==> src/ext_bus_defines.svh <==
// Purpose: constants for the external bus control block
// Assumes: one machine-cycle clock
// Notes: divisor codes follow the bank switch field encoding
`ifndef EXT_BUS_DEFINES_SVH
`define EXT_BUS_DEFINES_SVH
`define CLK_DIV_W 2
`define CLK_DIV_RESET 2'h3
`define WAIT_W 3
`define READY_MIN_WAITS 3'h2
`endif

==> src/ext_bus_pkg.sv <==
// Purpose: types for the external bus control block
// Assumes: nothing
// Notes: none
package ext_bus_pkg;
    typedef enum logic [1:0] {
        space_data,
        space_prog,
        space_io
    } space_t;
    typedef enum {
        st_idle,
        st_soft_wait,
        st_ready_wait,
        st_done,
        st_grant
    } bus_state_t;
endpackage

==> src/clock_div_if.sv <==
// Purpose: carries divisor setting to the clock divider
// Assumes: one clock domain
// Notes: none
`timescale 1ns/10ps
`include "ext_bus_defines.svh"
interface clock_div_if;
    logic [`CLK_DIV_W-1:0] div_sel;
    logic clk_out;
    modport ctrl (output div_sel, input clk_out);
    modport div (input div_sel, output clk_out);
endinterface

==> src/external_bus_control.sv <==
// Purpose: control side of a processor external bus
// Assumes: core presents one access at a time and holds it until done pulses
// Notes: output enables are low while the pin is driven
// Functional notes
// - Ready low stalls one more cycle, then ready is sampled again.
// - Ready is only evaluated when two or more wait states are programmed.
// - Ready is not sampled before the programmed wait states elapse.
// - Read-not-write idles high, low only during an external write.
// - Read-not-write floats during grant or when outputs-off is low.
// - I/O strobe idles high, low only during an I/O access.
// - I/O strobe floats during grant or when outputs-off is low.
// - On grant, address, data and control float and acknowledge goes low.
// - Acknowledge is high during reset, floats when outputs-off is low.
// - Wait-microstate goes low at first wait state, high at last one, when two or more wait states are programmed.
// - Wait-microstate looped to ready gives exactly one extra wait state.
// - Wait-microstate floats when outputs-off is low.
// - Fetch flag low during instruction fetch address, floats on outputs-off.
// - Machine clock output is the cycle rate divided by 1 to 4.
// - After reset the machine clock divisor is four.
// - Space selects idle high, one low during its valid access.
// - Memory strobe low only for data or program accesses, floats on grant.
`timescale 1ns/10ps
`include "ext_bus_defines.svh"
module external_bus_control #(
    parameter int WAIT_W = `WAIT_W
) (
    // Clock and reset
    input wire logic clock,
    input wire logic rst,
    // Core access request
    input wire logic access_req,
    input wire logic access_write,
    input wire ext_bus_pkg::space_t access_space,
    input wire logic access_fetch,
    input wire logic [WAIT_W-1:0] access_waits,
    output logic access_done,
    // Bank switch control field for the clock divider
    input wire logic [`CLK_DIV_W-1:0] clock_div_sel,
    input wire logic clock_div_load,
    // External handshake inputs
    input wire logic ready,
    input wire logic bus_grab_req_n,
    input wire logic all_outputs_off_n,
    // Bus pins, value and output enable (low drives)
    output logic read_not_write,
    output logic read_not_write_oe_n,
    output logic io_space_strobe_n,
    output logic io_space_strobe_oe_n,
    output logic memory_space_strobe_n,
    output logic memory_space_strobe_oe_n,
    output logic data_space_select_n,
    output logic program_space_select_n,
    output logic io_space_select_n,
    output logic space_select_oe_n,
    output logic bus_grab_ack_n,
    output logic bus_grab_ack_oe_n,
    output logic wait_microstate_done_n,
    output logic wait_microstate_done_oe_n,
    output logic instr_fetch_flag_n,
    output logic instr_fetch_flag_oe_n,
    output logic machine_clock_out,
    output logic machine_clock_out_oe_n,
    // Address and data bus float control for the core's bus drivers
    output logic addr_data_oe_n
);

    ////////////////////////////////////////////////////////////////////////
    // Access sequencer

    ext_bus_pkg::bus_state_t state;
    ext_bus_pkg::bus_state_t next_state;
    logic [WAIT_W-1:0] wait_count;
    logic [WAIT_W-1:0] next_wait_count;
    logic [WAIT_W-1:0] waits;
    logic [WAIT_W-1:0] next_waits;
    logic write_q;
    logic next_write_q;
    logic fetch_q;
    logic next_fetch_q;
    ext_bus_pkg::space_t space_q;
    ext_bus_pkg::space_t next_space_q;
    logic msc_n;
    logic next_msc_n;
    logic [`CLK_DIV_W-1:0] div_sel;
    logic [`CLK_DIV_W-1:0] next_div_sel;

    function automatic logic uses_ready(input logic [WAIT_W-1:0] n);
        uses_ready = (n >= WAIT_W'(`READY_MIN_WAITS));
    endfunction

    always_comb begin
        next_state = state;
        next_wait_count = wait_count;
        next_waits = waits;
        next_write_q = write_q;
        next_fetch_q = fetch_q;
        next_space_q = space_q;
        next_msc_n = msc_n;
        case (state)
            ext_bus_pkg::st_idle: begin
                // Grant is checked first only at a transaction boundary
                if (!bus_grab_req_n) begin
                    next_state = ext_bus_pkg::st_grant;
                end else if (access_req) begin
                    next_write_q = access_write;
                    next_fetch_q = access_fetch;
                    next_space_q = access_space;
                    next_waits = access_waits;
                    next_wait_count = '0;
                    if (access_waits == '0) begin
                        next_state = ext_bus_pkg::st_done;
                    end else begin
                        next_state = ext_bus_pkg::st_soft_wait;
                        // Goes low at the start of the first wait state
                        if (uses_ready(access_waits)) begin
                            next_msc_n = 1'b0;
                        end
                    end
                end
            end
            ext_bus_pkg::st_soft_wait: begin
                next_wait_count = wait_count + WAIT_W'(1);
                // Back high at the start of the last wait state
                if (next_wait_count == waits - WAIT_W'(1)) begin
                    next_msc_n = 1'b1;
                end
                if (next_wait_count == waits) begin
                    // Ready is first looked at once the last wait state has ended,
                    // so a looped-back wait-microstate pin costs one external cycle
                    if (uses_ready(waits)) begin
                        next_state = ext_bus_pkg::st_ready_wait;
                    end else begin
                        next_state = ext_bus_pkg::st_done;
                    end
                end
            end
            ext_bus_pkg::st_ready_wait: begin
                // One more cycle per low sample; relies on the slave holding it
                if (ready) begin
                    next_state = ext_bus_pkg::st_done;
                end
            end
            ext_bus_pkg::st_done: begin
                next_state = ext_bus_pkg::st_idle;
            end
            ext_bus_pkg::st_grant: begin
                // Master keeps the request low for as long as it owns the bus
                if (bus_grab_req_n) begin
                    next_state = ext_bus_pkg::st_idle;
                end
            end
            default: begin
                next_state = ext_bus_pkg::st_idle;
            end
        endcase
        if (clock_div_load) begin
            next_div_sel = clock_div_sel;
        end else begin
            next_div_sel = div_sel;
        end
    end

    always_ff @(posedge clock) begin
        if (rst) begin
            state <= ext_bus_pkg::st_idle;
            wait_count <= '0;
            waits <= '0;
            write_q <= 1'b0;
            fetch_q <= 1'b0;
            space_q <= ext_bus_pkg::space_data;
            msc_n <= 1'b1;
            div_sel <= `CLK_DIV_RESET;
        end else begin
            state <= next_state;
            wait_count <= next_wait_count;
            waits <= next_waits;
            write_q <= next_write_q;
            fetch_q <= next_fetch_q;
            space_q <= next_space_q;
            msc_n <= next_msc_n;
            div_sel <= next_div_sel;
        end
    end

    ////////////////////////////////////////////////////////////////////////
    // Machine clock divider

    clock_div_if div_link ();

    assign div_link.div_sel = div_sel;

    clock_divider u_div (
        .clock(clock),
        .rst(rst),
        .link(div_link)
    );

    ////////////////////////////////////////////////////////////////////////
    // Pin outputs

    logic active;
    logic granted;
    logic next_rnw;
    logic next_io_strobe_n;
    logic next_mem_strobe_n;
    logic next_ds_n;
    logic next_ps_n;
    logic next_is_n;
    logic next_iaq_n;
    logic next_ack_n;
    logic rnw_q;
    logic io_strobe_q;
    logic mem_strobe_q;
    logic ds_q;
    logic ps_q;
    logic is_q;
    logic iaq_q;
    logic ack_q;

    assign access_done = (state == ext_bus_pkg::st_done);
    assign granted = (next_state == ext_bus_pkg::st_grant);
    assign active = (next_state == ext_bus_pkg::st_soft_wait)
                 || (next_state == ext_bus_pkg::st_ready_wait)
                 || (next_state == ext_bus_pkg::st_done);

    always_comb begin
        next_rnw = !(active && next_write_q);
        next_io_strobe_n = !(active && next_space_q == ext_bus_pkg::space_io);
        next_mem_strobe_n = !(active && next_space_q != ext_bus_pkg::space_io);
        next_ds_n = !(active && next_space_q == ext_bus_pkg::space_data);
        next_ps_n = !(active && next_space_q == ext_bus_pkg::space_prog);
        next_is_n = !(active && next_space_q == ext_bus_pkg::space_io);
        next_iaq_n = !(active && next_fetch_q);
        next_ack_n = !granted;
    end

    always_ff @(posedge clock) begin
        if (rst) begin
            rnw_q <= 1'b1;
            io_strobe_q <= 1'b1;
            mem_strobe_q <= 1'b1;
            ds_q <= 1'b1;
            ps_q <= 1'b1;
            is_q <= 1'b1;
            iaq_q <= 1'b1;
            ack_q <= 1'b1;
        end else begin
            rnw_q <= next_rnw;
            io_strobe_q <= next_io_strobe_n;
            mem_strobe_q <= next_mem_strobe_n;
            ds_q <= next_ds_n;
            ps_q <= next_ps_n;
            is_q <= next_is_n;
            iaq_q <= next_iaq_n;
            ack_q <= next_ack_n;
        end
    end

    assign read_not_write = rnw_q;
    assign io_space_strobe_n = io_strobe_q;
    assign memory_space_strobe_n = mem_strobe_q;
    assign data_space_select_n = ds_q;
    assign program_space_select_n = ps_q;
    assign io_space_select_n = is_q;
    assign instr_fetch_flag_n = iaq_q;
    assign bus_grab_ack_n = ack_q;
    assign wait_microstate_done_n = msc_n;
    assign machine_clock_out = div_link.clk_out;

    // Hold floats the bus but not the acknowledge itself; outputs-off floats all
    logic hold_float;
    assign hold_float = !ack_q;
    assign read_not_write_oe_n = hold_float || !all_outputs_off_n;
    assign io_space_strobe_oe_n = hold_float || !all_outputs_off_n;
    assign memory_space_strobe_oe_n = hold_float || !all_outputs_off_n;
    assign space_select_oe_n = hold_float || !all_outputs_off_n;
    assign addr_data_oe_n = hold_float || !all_outputs_off_n;
    // Reset keeps the acknowledge driven high unless outputs-off is low
    assign bus_grab_ack_oe_n = !all_outputs_off_n;
    assign wait_microstate_done_oe_n = !all_outputs_off_n;
    assign instr_fetch_flag_oe_n = !all_outputs_off_n;
    assign machine_clock_out_oe_n = !all_outputs_off_n;
endmodule

==> src/clock_divider.sv <==
// Purpose: divided machine clock output
// Assumes: div_sel code n divides by n+1
// Notes: a new divisor takes effect on the next clock, changing the length of the current period
`timescale 1ns/10ps
`include "ext_bus_defines.svh"
module clock_divider (
    // Clock and reset
    input wire logic clock,
    input wire logic rst,
    // Divisor and output
    clock_div_if.div link
);
    logic [`CLK_DIV_W-1:0] count;
    logic [`CLK_DIV_W-1:0] next_count;
    logic out;
    logic next_out;

    always_comb begin
        next_count = count;
        next_out = out;
        if (count >= link.div_sel) begin
            next_count = '0;
        end else begin
            next_count = count + 2'h1;
        end
        // High for the first half of each period, rounded up
        next_out = (next_count <= (link.div_sel >> 1));
    end

    always_ff @(posedge clock) begin
        if (rst) begin
            count <= '0;
            out <= 1'b1;
        end else begin
            count <= next_count;
            out <= next_out;
        end
    end

    assign link.clk_out = out;
endmodule

==> config.mk <==
export PLATFORM = sky130hd
export DESIGN_NAME = external_bus_control
export DESIGN_NICKNAME = d
export VERILOG_FILES = /design/src/ext_bus_pkg.sv /design/src/clock_div_if.sv /design/src/external_bus_control.sv /design/src/clock_divider.sv
export VERILOG_INCLUDE_DIRS = /design/src
export SDC_FILE = /design/constraint.sdc
export NUM_CORES = 1
export LEC_CHECK = 0
export BUFFER_PORTS_ARGS = -buffer_cell sky130_fd_sc_hd__clkbuf_2
export CAP_MARGIN = 5
export CORE_ASPECT_RATIO = 0.75
export CORE_MARGIN = 8
export CORE_UTILIZATION = 40
export CTS_CLUSTER_SIZE = 24
export DETAILED_ROUTE_END_ITERATION = 10
export MAX_ROUTING_LAYER = met4
export PLACE_DENSITY = 0.61
export SLEW_MARGIN = 15
export SYNTH_ARGS = -nofsm -noshare
export SYNTH_HDL_FRONTEND = slang
export SYNTH_SLANG_ARGS = --single-unit
==> constraint.sdc <==
create_clock -name clock -period 2.4 [get_ports clock]
set_input_delay 0.48 -clock clock [delete_from_list [all_inputs] [get_ports clock]]
set_output_delay 0.48 -clock clock [all_outputs]
set_load 0.02 [all_outputs]
==> out/metrics.cfg, run 1 <==
[grt]
antenna_found_initial = 0
grt_max_degree = 20
grt_pass1_wl_mm = 6.07
gr-total-overflow = 0
grt_usage_pct = 10.3
grt_pass1_vias = 1271

[clock_tree]
root_buffer = clkbuf_8
post_cts_buffers = 0
cts_buffer_depth = 2
cts_tree = built
cts_made_buffers = 5
cts_hold_buf = 0
clk_latency_ns = 0.31
clk_pin_slew_ns = 0.10
clock_sinks = 55
htreeDepth = 2

[finish]
area_growth_pct = 20.2
stdcell_area_sq_um = 2430
fillers = 466
drive_gt1_share_pct = 22.8
nNetsFinal = 270
antenna_cells = 0

[synthesis]
synth_compound_area_share_pct = 6.88
synth_mux_area_share_pct = 4.96
yosys.area_share.simple_pct = 20.1
synth_top_family_by_area = simple AND/OR/NAND/NOR gates
synth-edff-count = 0
synthXorXnorAreaFrac_pct = 3.72
synthMostInstantiatedCell = dfxtp_1
synth_commonest_cells = dfxtp_1 (55), nor2_1 (13), mux2i_1 (10), nor4_1 (10), inv_1 (9)
ys.flop_type = dfxtp_1
ys_seq_area_share_pct = 54.6
synth_cells = 187
yosysWarnings = 0
ys_ff_latch = 55
synthArstFlopShare_pct = 0
synth_area_sq_um = 2020
synthAdderAreaFrac_pct = 3.10
synth.avg_cell_area_sq_um = 10.8
synth_top_area_cell = dfxtp_1
synth_area_leaders = dfxtp_1 (55%), mux2i_1 (5.0%), ha_1 (3.1%)
synth.top_cell.area_share_pct = 54.6
synth_cell_types = 43

[route]
vias = 1425
drt-wirelength-per-cell_microns = 11.7
wl_mm = 3.62
drt-initial-drc-count = 52
drtAntennaViolNets = 0
viasPerCell = 4.60
drtPass1Iterations = 4
drc = 0

[worst_setup_path]
required_ns = 1.92
crit_buf_inv = 2
start_kind = flop
path_class = flop to primary output
cp_slowest_cell = or4_4
crit_path_end_kind = primary output
crit_arrival_ns = 1.77
crit_fanout = 4
cp_cell_sequence = or4_4, nor3_1, inv_1, nor4_2, buf_4
critPathMaxStageDelay_ns = 0.54
r2r_setup_slack_ns = 0.22
critPathTopFamily = simple AND/OR/NAND/NOR gates

[sta]
finalCriticalPeriod_ns = 2.25
finalSetupViolCount = 0
maxSlewViolCount = 0
rsz0062_at_grt = no
setup_ws_ns = 0.148
clock_skew_ns = 0.0106
finalCritPeriodShare_pct = 93.8
final_hold_viol_count = 0
tns_ns = 0
whs_ns = 0.384
fmax_ghz = 0.444

[floorplanning]
core_area_sq_um = 4870
io_pins = 36
start_util_pct = 41.4
die_y_microns = 77.5
fp.dieW_microns = 98.0
die_area_sq_um = 7600
num_rows = 22

[place]
portBuffers = 35
place_area_sq_um = 2320
dp_slack_ns = 0.231
place_congestion = 0.851
dp_hpwl_mm = 2.78

[power]
power_switching_uw = 400
power.internal_uw = 1230
power.density_nw_per_um2 = 671
comb_power_share_pct = 8.4
peakVddDrop_v = 0.000337
clkPwrFrac_pct = 31.7
power_frac_seq_pct = 60.0
power.leakage_uw = 0.00104
p_sw_share_pct = 24.6

[min_path]
hp-class = input pin to flop

[status]
status = finished clean

[run]
drv_cap = 0

==> flip-flops by register name (all words and copies together), names as in the netlist <==
signal	flops
space_q	2
program_space_select_n	1
io_space_select_n	1
waits	3
div_link.div_sel	2
bus_grab_ack_n	1
u_div.count	2
memory_space_strobe_n	1
fetch_q	1
wait_microstate_done_n	1
u_div.link.clk_out	1
instr_fetch_flag_n	1
data_space_select_n	1
state	32
write_q	1
read_not_write	1
wait_count	3
==> layer usage <==
metal | track usage [%] | vias up | wire length [microns] | share of wire, %
li1 | - | 747 | - | -
met1 | 13.3 | 634 | 1810 | 50
met2 | 13.6 | 39 | 1450 | 40
met3 | 4.55 | 5 | 308 | 8.5
met4 | 4.19 | 0 | 42 | 1.2
met5 | - | - | 0 | 0
==> repair_timing <==
item	4_1_cts	5_1_grt
setup endpoints to repair	1	1
resized for setup	2	2
pin swaps	0	1
==> cell usage in the layout, fill, tap and decap left out, types with 2 or more instances in the layout <==
master / netlist / routed
xnor2_1: 2 / 2
dfxtp_1: 55 / 55
nor2_1: 13 / 13
inv_6: 0 / 2
nor3_1: 6 / 6
o211ai_1: 3 / 3
nor4_1: 10 / 8
clkbuf_8: 0 / 5
buf_4: 8 / 6
nand3_1: 3 / 3
clkbuf_2: 0 / 34
o41ai_1: 2 / 2
mux2i_1: 10 / 10
nor3b_1: 4 / 4
or4_4: 2 / 2
nand2b_1: 5 / 5
ha_1: 5 / 5
nor4_2: 1 / 3
conb_1: 1 / 29
inv_1: 9 / 9
nand3b_1: 4 / 4
a21oi_1: 5 / 5
xor2_1: 4 / 4
o21ai_0: 2 / 2
nand2_1: 8 / 8
and3_1: 2 / 2
==> final timing paths <==
path | start | end | cells after the start
setup / recovery | state[4] | access_done | 5
hold / removal | clock_div_sel[0] | div_link.div_sel[0] | 3
setup reg to reg | state[4] | data_space_select_n | 6
hold reg to reg | fetch_q | fetch_q | 2
==> kinds of logic (layout without fill, tap and decap cells) <==
family | after synthesis | after routing
AOI/OAI and AO/OA | 20 | 20
xor gates and xnor gates | 7 | 7
adders and majority gates | 5 | 5
buffers and inverters | 23 | 58
DFF | 55 | 55
muxes | 10 | 10
other | 1 | 29
and+or+nand+nor | 66 | 66
==> final cells by class <==
cell class	count	area (sq um)	share of cell area, %
Clock buffer	5	68.8	2.84
Clock inverter	3	25.0	1.03
Inverter	10	37.5	1.55
Multi-Input combinational cell	137	903	37.2
Sequential cell	55	1100	45.4
Tap cell	60	75.1	3.09
Timing Repair Buffer	40	215	8.87
==> power by group through the flow <==
stage	combinational, uW	sequential, uW	clock [uW]
floorplan	90.3	1000	0
global placement	134	997	0
detailed placement	135	997	0
CTS	136	976	539
global route	157	981	582
finish	136	976	515
==> through the flow <==
stage	cells	power (uW)	util, %
finish	310	1630	49.8
global route	310	1720	49.8
CTS	310	1650	49.7
detailed placement	302	1130	47.6
global placement	302	1130	47.6
floorplan	215	1090	-
==> worst min-delay path, cell delays in order <==
cell and delay [ns]:
clkbuf_2 0.07, mux2i_1 0.05, nand2_1 0.06
No activity file was read; power rests on OpenSTA's default activity.
==> run 2, diff against run 1 <==
Settings changed: SETUP_SLACK_MARGIN from default to 0.5.
==> out/metrics.cfg, run 2 (synthesis gave the netlist of run 1 again) <==
[min_path]
min_to = div_link.div_sel[0]
hp-class = input pin to flop
min-delay-start = clock_div_sel[0]
holdPathStages = 3  ; unchanged

[power]
peakVddDrop_v = 0.000333  ; -0.99%
power.density_nw_per_um2 = 701  ; +4.5%
power.leakage_uw = 0.00111  ; +6.5%

[grt]
antenna_found_initial = 0  ; unchanged
grt_pass1_vias = 1507  ; +19%
grt_pass1_wl_mm = 6.86  ; +13%
grt_usage_pct = 11.4  ; +1.0 points
gr-total-overflow = 0  ; unchanged
grt_max_degree = 17  ; -15%

[route]
wl_mm = 3.98  ; +10%
drt-initial-drc-count = 76  ; +46%
drt-wirelength-per-cell_microns = 12.6  ; +8.3%
drtAntennaViolNets = 0  ; unchanged
drc = 0  ; unchanged
vias = 1452  ; +1.9%
drtPass1Iterations = 4  ; unchanged
viasPerCell = 4.61  ; +0.28%

[floorplanning]
core_area_sq_um = 4870  ; unchanged
num_rows = 22  ; unchanged
die_y_microns = 77.5  ; unchanged
fp.dieW_microns = 98.0  ; unchanged
start_util_pct = 41.4  ; unchanged
io_pins = 36  ; unchanged
die_area_sq_um = 7600  ; unchanged

[finish]
most-common-layout-cells = dfxtp_1 (54), clkbuf_2 (34), conb_1 (29)
largest_reg_flops = 32  ; unchanged
largest-register = state
drive_gt1_share_pct = 29.0  ; +6.2 points
area_growth_pct = 29.0
fillers = 437  ; -6.2%
layout_commonest_cell = dfxtp_1
reg_top3 = state (32), wait_count (3), waits (3)
antenna_cells = 0  ; unchanged
nNetsFinal = 275  ; +1.9%

[clock_tree]
clock_sinks = 55  ; unchanged
clk_latency_ns = 0.30  ; about the same
root_buffer = clkbuf_8
clk_pin_slew_ns = 0.09  ; about the same
cts_hold_buf = 0  ; unchanged
cts_tree = built
htreeDepth = 2  ; unchanged
cts_made_buffers = 5  ; unchanged
cts_buffer_depth = 2  ; unchanged

[sta]
finalCriticalPeriod_ns = 2.18  ; -0.0701 ns
rsz0062_at_grt = yes
whs_ns = 0.394  ; +0.0105 ns
clock_skew_ns = 0.00902  ; -0.00162 ns
final_hold_viol_count = 0  ; unchanged
finalCritPeriodShare_pct = 90.9  ; -2.9 points
finalSetupViolCount = 0  ; unchanged
fmax_ghz = 0.458  ; +3.2%
maxSlewViolCount = 0  ; unchanged
tns_ns = 0  ; unchanged

[worst_setup_path]
crit_path_end_kind = flop
r2r_end = io_space_select_n
reg2reg_from = state[6]
path_class = flop to flop
crit_arrival_ns = 2.36  ; +0.59 ns
crit_fanout = 6  ; +2
r2r_setup_slack_ns = 0.22  ; about the same
start_kind = flop
reg2regPathDepth = 6  ; unchanged
required_ns = 2.58  ; +0.66 ns

[status]
status = finished clean

[place]
dp_hpwl_mm = 2.84  ; +2.2%
place_congestion = 0.815  ; -4.2%
portBuffers = 35  ; unchanged

[run]
drv_cap = 0  ; unchanged

-- run 2: how the worst max path moves through the flow --
stage | slack, ns | to | cells past startpoint | startpoint
floorplan | 0.25 | io_space_select_n | 7 | state[4]
global placement | 0.24 | io_space_select_n | 6 | state[4]
detailed placement | 0.22 | io_space_select_n | 6 | state[4]
CTS | 0.22 | access_done | 5 | state[6]
global route | 0.14 | io_space_select_n | 6 | state[6]
finish | 0.22 | io_space_select_n | 6 | state[6]
-- run 2: area by class of cell --
| type | count | area (sq um) | share of cell area [%] |
|---|---|---|---|
| Clock buffer | 6 | 72.6 | 2.79 |
| Inverter | 10 | 37.5 | 1.44 |
| Tap cell | 60 | 75.1 | 2.88 |
| Sequential cell | 55 | 1100 | 42.3 |
| Multi-Input combinational cell | 137 | 992 | 38.1 |
| Clock inverter | 2 | 60.1 | 2.31 |
| Timing Repair Buffer | 45 | 264 | 10.1 |
-- run 2: report_power, final --
group	total (uW)	internal, uW	switching [uW]
Clock	700	417	283
Sequential	977	958	18.3
Combinational	148	60.2	88.1
Total	1820	1440	389
-- run 2: per-stage QoR --
| stage | instances | cell area (sq um) | setup slack [ns] | total power (uW) | utilization, % |
|---|---|---|---|---|---|
| detailed placement | 300 | 2320 | 0.223 | 1130 | 47.6 |
| global route | 315 | 2600 | 0.144 | 1920 | 53.4 |
| CTS | 314 | 2560 | 0.218 | 1840 | 52.6 |
| finish | 315 | 2600 | 0.218 | 1820 | 53.4 |
| global placement | 300 | 2320 | 0.244 | 1130 | 47.6 |
| floorplan | 215 | 2140 | 0.252 | 1090 | - |
-- run 2: critical path: stages (launching register included) --
cell and delay, ns:
dfxtp_1 0.31, or4_4 0.54, or4_4 0.47, nor4_4 0.23
buf_6 0.19, mux2i_1 0.22, nand3_1 0.09
-- run 2: what timing repair did --
action | in CTS | in global routing
cloned | 1 | 0
gates resized for setup | 14 | 7
hold endpoints to repair | 0 | 0
pin swaps | 12 | 4
setup endpoints to repair | 18 | 19
buffers inserted | 5 | 1
-- run 2: per-layer routing --
layer / share of wire, % / track usage [%] / vias to the layer above
met5: 0 / - / -
met4: 1.1 / 4.65 / 0
met3: 6.6 / 4.72 / 5
met2: 43 / 17.1 / 29
met1: 49 / 13.1 / 656
li1: - / - / 762
==> run 3, diff against run 2 <==
Settings changed: BUFFER_PORTS_ARGS -buffer_cell sky130_fd_sc_hd__clkbuf_2 to -buffer_cell sky130_fd_sc_hd__buf_4.
==> out/metrics.cfg, run 3 (synthesis gave the netlist of run 1 again) <==
[status]
status = finished clean

[route]
drc = 0  ; unchanged
drtPass1Iterations = 4  ; unchanged
drt-initial-drc-count = 59  ; -22%
vias = 1470  ; +1.2%
viasPerCell = 4.65  ; +0.92%
drt-wirelength-per-cell_microns = 12.8  ; +0.88%
drtAntennaViolNets = 0  ; unchanged
wl_mm = 4.03  ; +1.2%

[floorplanning]
die_area_sq_um = 7600  ; unchanged
core_area_sq_um = 4870  ; unchanged
die_y_microns = 77.5  ; unchanged
num_rows = 22  ; unchanged
start_util_pct = 41.4  ; unchanged
io_pins = 36  ; unchanged
fp.dieW_microns = 98.0  ; unchanged

[sta]
maxSlewViolCount = 0  ; unchanged
clock_skew_ns = 0.00859  ; -0.000430 ns
rsz0062_at_grt = yes
finalSetupViolCount = 0  ; unchanged
whs_ns = 0.397  ; +0.00235 ns
tns_ns = 0  ; unchanged
finalCriticalPeriod_ns = 2.20  ; +0.0164 ns
fmax_ghz = 0.455  ; -0.74%
final_hold_viol_count = 0  ; unchanged
finalCritPeriodShare_pct = 91.6  ; +0.68 points

[finish]
antenna_cells = 0  ; unchanged
nNetsFinal = 278  ; +1.1%
drive_gt1_share_pct = 31.3  ; +2.2 points
layout_commonest_cell = dfxtp_1
area_growth_pct = 34.3
largest_reg_flops = 32  ; unchanged
most-common-layout-cells = dfxtp_1 (54), buf_4 (43), conb_1 (29)
reg_top3 = state (32), wait_count (3), waits (3)
stdcell_area_sq_um = 2710  ; +4.1%
stdcell_count = 316  ; +0.32%
largest-register = state

[place]
dpl.cell_count = 300  ; unchanged
portBuffers = 35  ; unchanged
dp_hpwl_mm = 2.82  ; -0.90%
place_congestion = 0.801  ; -1.6%
place_area_sq_um = 2410  ; +3.8%

[run]
drv_cap = 0  ; unchanged

[power]
clkPwrFrac_pct = 28.7  ; -9.7 points
power.internal_uw = 1230  ; -15%
power.density_nw_per_um2 = 590  ; -16%
power.leakage_uw = 0.00113  ; +1.6%
power_switching_uw = 373  ; -4.3%
comb_power_share_pct = 10.0  ; +1.9 points
power_frac_seq_pct = 61.3  ; +7.8 points
p_sw_share_pct = 23.3  ; +2.0 points
peakVddDrop_v = 0.000269  ; -19%

[worst_setup_path]
reg2reg_from = state[4]
r2r_end = io_space_select_n
reg2regPathDepth = 6  ; unchanged
r2r_setup_slack_ns = 0.27  ; +0.05 ns
worstSetupStartpoint = state[4]
cp-endpoint = access_done
cp_slowest_cell = or4_4
required_ns = 1.92  ; -0.66 ns
crit_fanout = 3  ; -3
start_kind = flop
critPathMaxStageDelay_ns = 0.54  ; about the same
crit_path_end_kind = primary output
path_class = flop to primary output
crit_arrival_ns = 1.72  ; -0.64 ns
cp_cell_sequence = or4_4, nor3_2, inv_1, nor4_2, buf_4

[min_path]
hp-class = input pin to flop

[grt]
gr-total-overflow = 0  ; unchanged
antenna_found_initial = 0  ; unchanged
grt_pass1_wl_mm = 6.43  ; -6.2%
grt_pass1_vias = 1382  ; -8.3%
grt_max_degree = 16  ; -1
grt_usage_pct = 10.8  ; -0.56 points

[clock_tree]
cts_buffer_depth = 2  ; unchanged
cts_made_buffers = 5  ; unchanged
clk_pin_slew_ns = 0.09  ; about the same
htreeDepth = 2  ; unchanged
cts_tree = built
clk_latency_ns = 0.30  ; about the same
root_buffer = clkbuf_8
clock_sinks = 55  ; unchanged

## run 3: how the worst min path moves through the flow
stage          cells after the start                start                  end  slack, ns
6_report                           3     clock_div_sel[1]  div_link.div_sel[1]       0.40
5_1_grt                            3     clock_div_sel[0]  div_link.div_sel[0]       0.42
4_1_cts                            3     clock_div_sel[1]  div_link.div_sel[1]       0.40
3_3_place_gp                       2  div_link.div_sel[0]  div_link.div_sel[0]       0.47
2_1_floorplan                      2        wait_count[1]        wait_count[1]       0.45
3_5_place_dp                       2        wait_count[1]        wait_count[1]       0.47
## run 3: worst max-delay path, delay by kind of cell (launching register included)
family,cells,cell delay [ns]
AND/OR/NAND/NOR,3,0.83
flip-flops,1,0.30
buffers and inverters,2,0.29
## run 3: routing by layer
| layer | track usage (%) | part of all wire [%] | vias to the layer above |
|---|---|---|---|
| met5 | - | 0 | - |
| met3 | 4.81 | 7.1 | 5 |
| li1 | - | - | 762 |
| met4 | 4.19 | 1.2 | 0 |
| met1 | 13.2 | 49 | 667 |
| met2 | 15.2 | 43 | 36 |
## run 3: cell type report
cell class	instances	area [sq um]
fill	425	2160
sequential	55	1100
multi-input combinational	137	1030
timing repair buffer	48	388
tap	60	75.1
clock buffer	5	68.8
inverter	10	37.5
clock inverter	1	7.51
## run 3: power by group through the flow
| stage | combinational [uW] | sequential (uW) | clock (uW) |
|---|---|---|---|
| global placement | 152 | 997 | 0 |
| CTS | 159 | 976 | 483 |
| detailed placement | 155 | 996 | 0 |
| floorplan | 90.7 | 1000 | 0 |
| global route | 181 | 986 | 518 |
| finish | 160 | 980 | 459 |
## run 3: what timing repair did
item | in CTS | in global routing
setup endpoints to repair | 19 | 22
hold buffers | 0 | 0
setup buffers | 7 | 2
gates cloned | 1 | 0
pin swaps | 10 | 4
resized for setup | 11 | 14
## run 3: metrics by stage
stage	power [uW]	setup WS [ns]	util (%)
final	1600	0.202	55.6
after global routing	1680	0.0830	55.6
after CTS	1620	0.189	53.4
after detailed placement	1150	0.211	49.4
after global placement	1150	0.245	49.4
after floorplan	1090	0.252	-
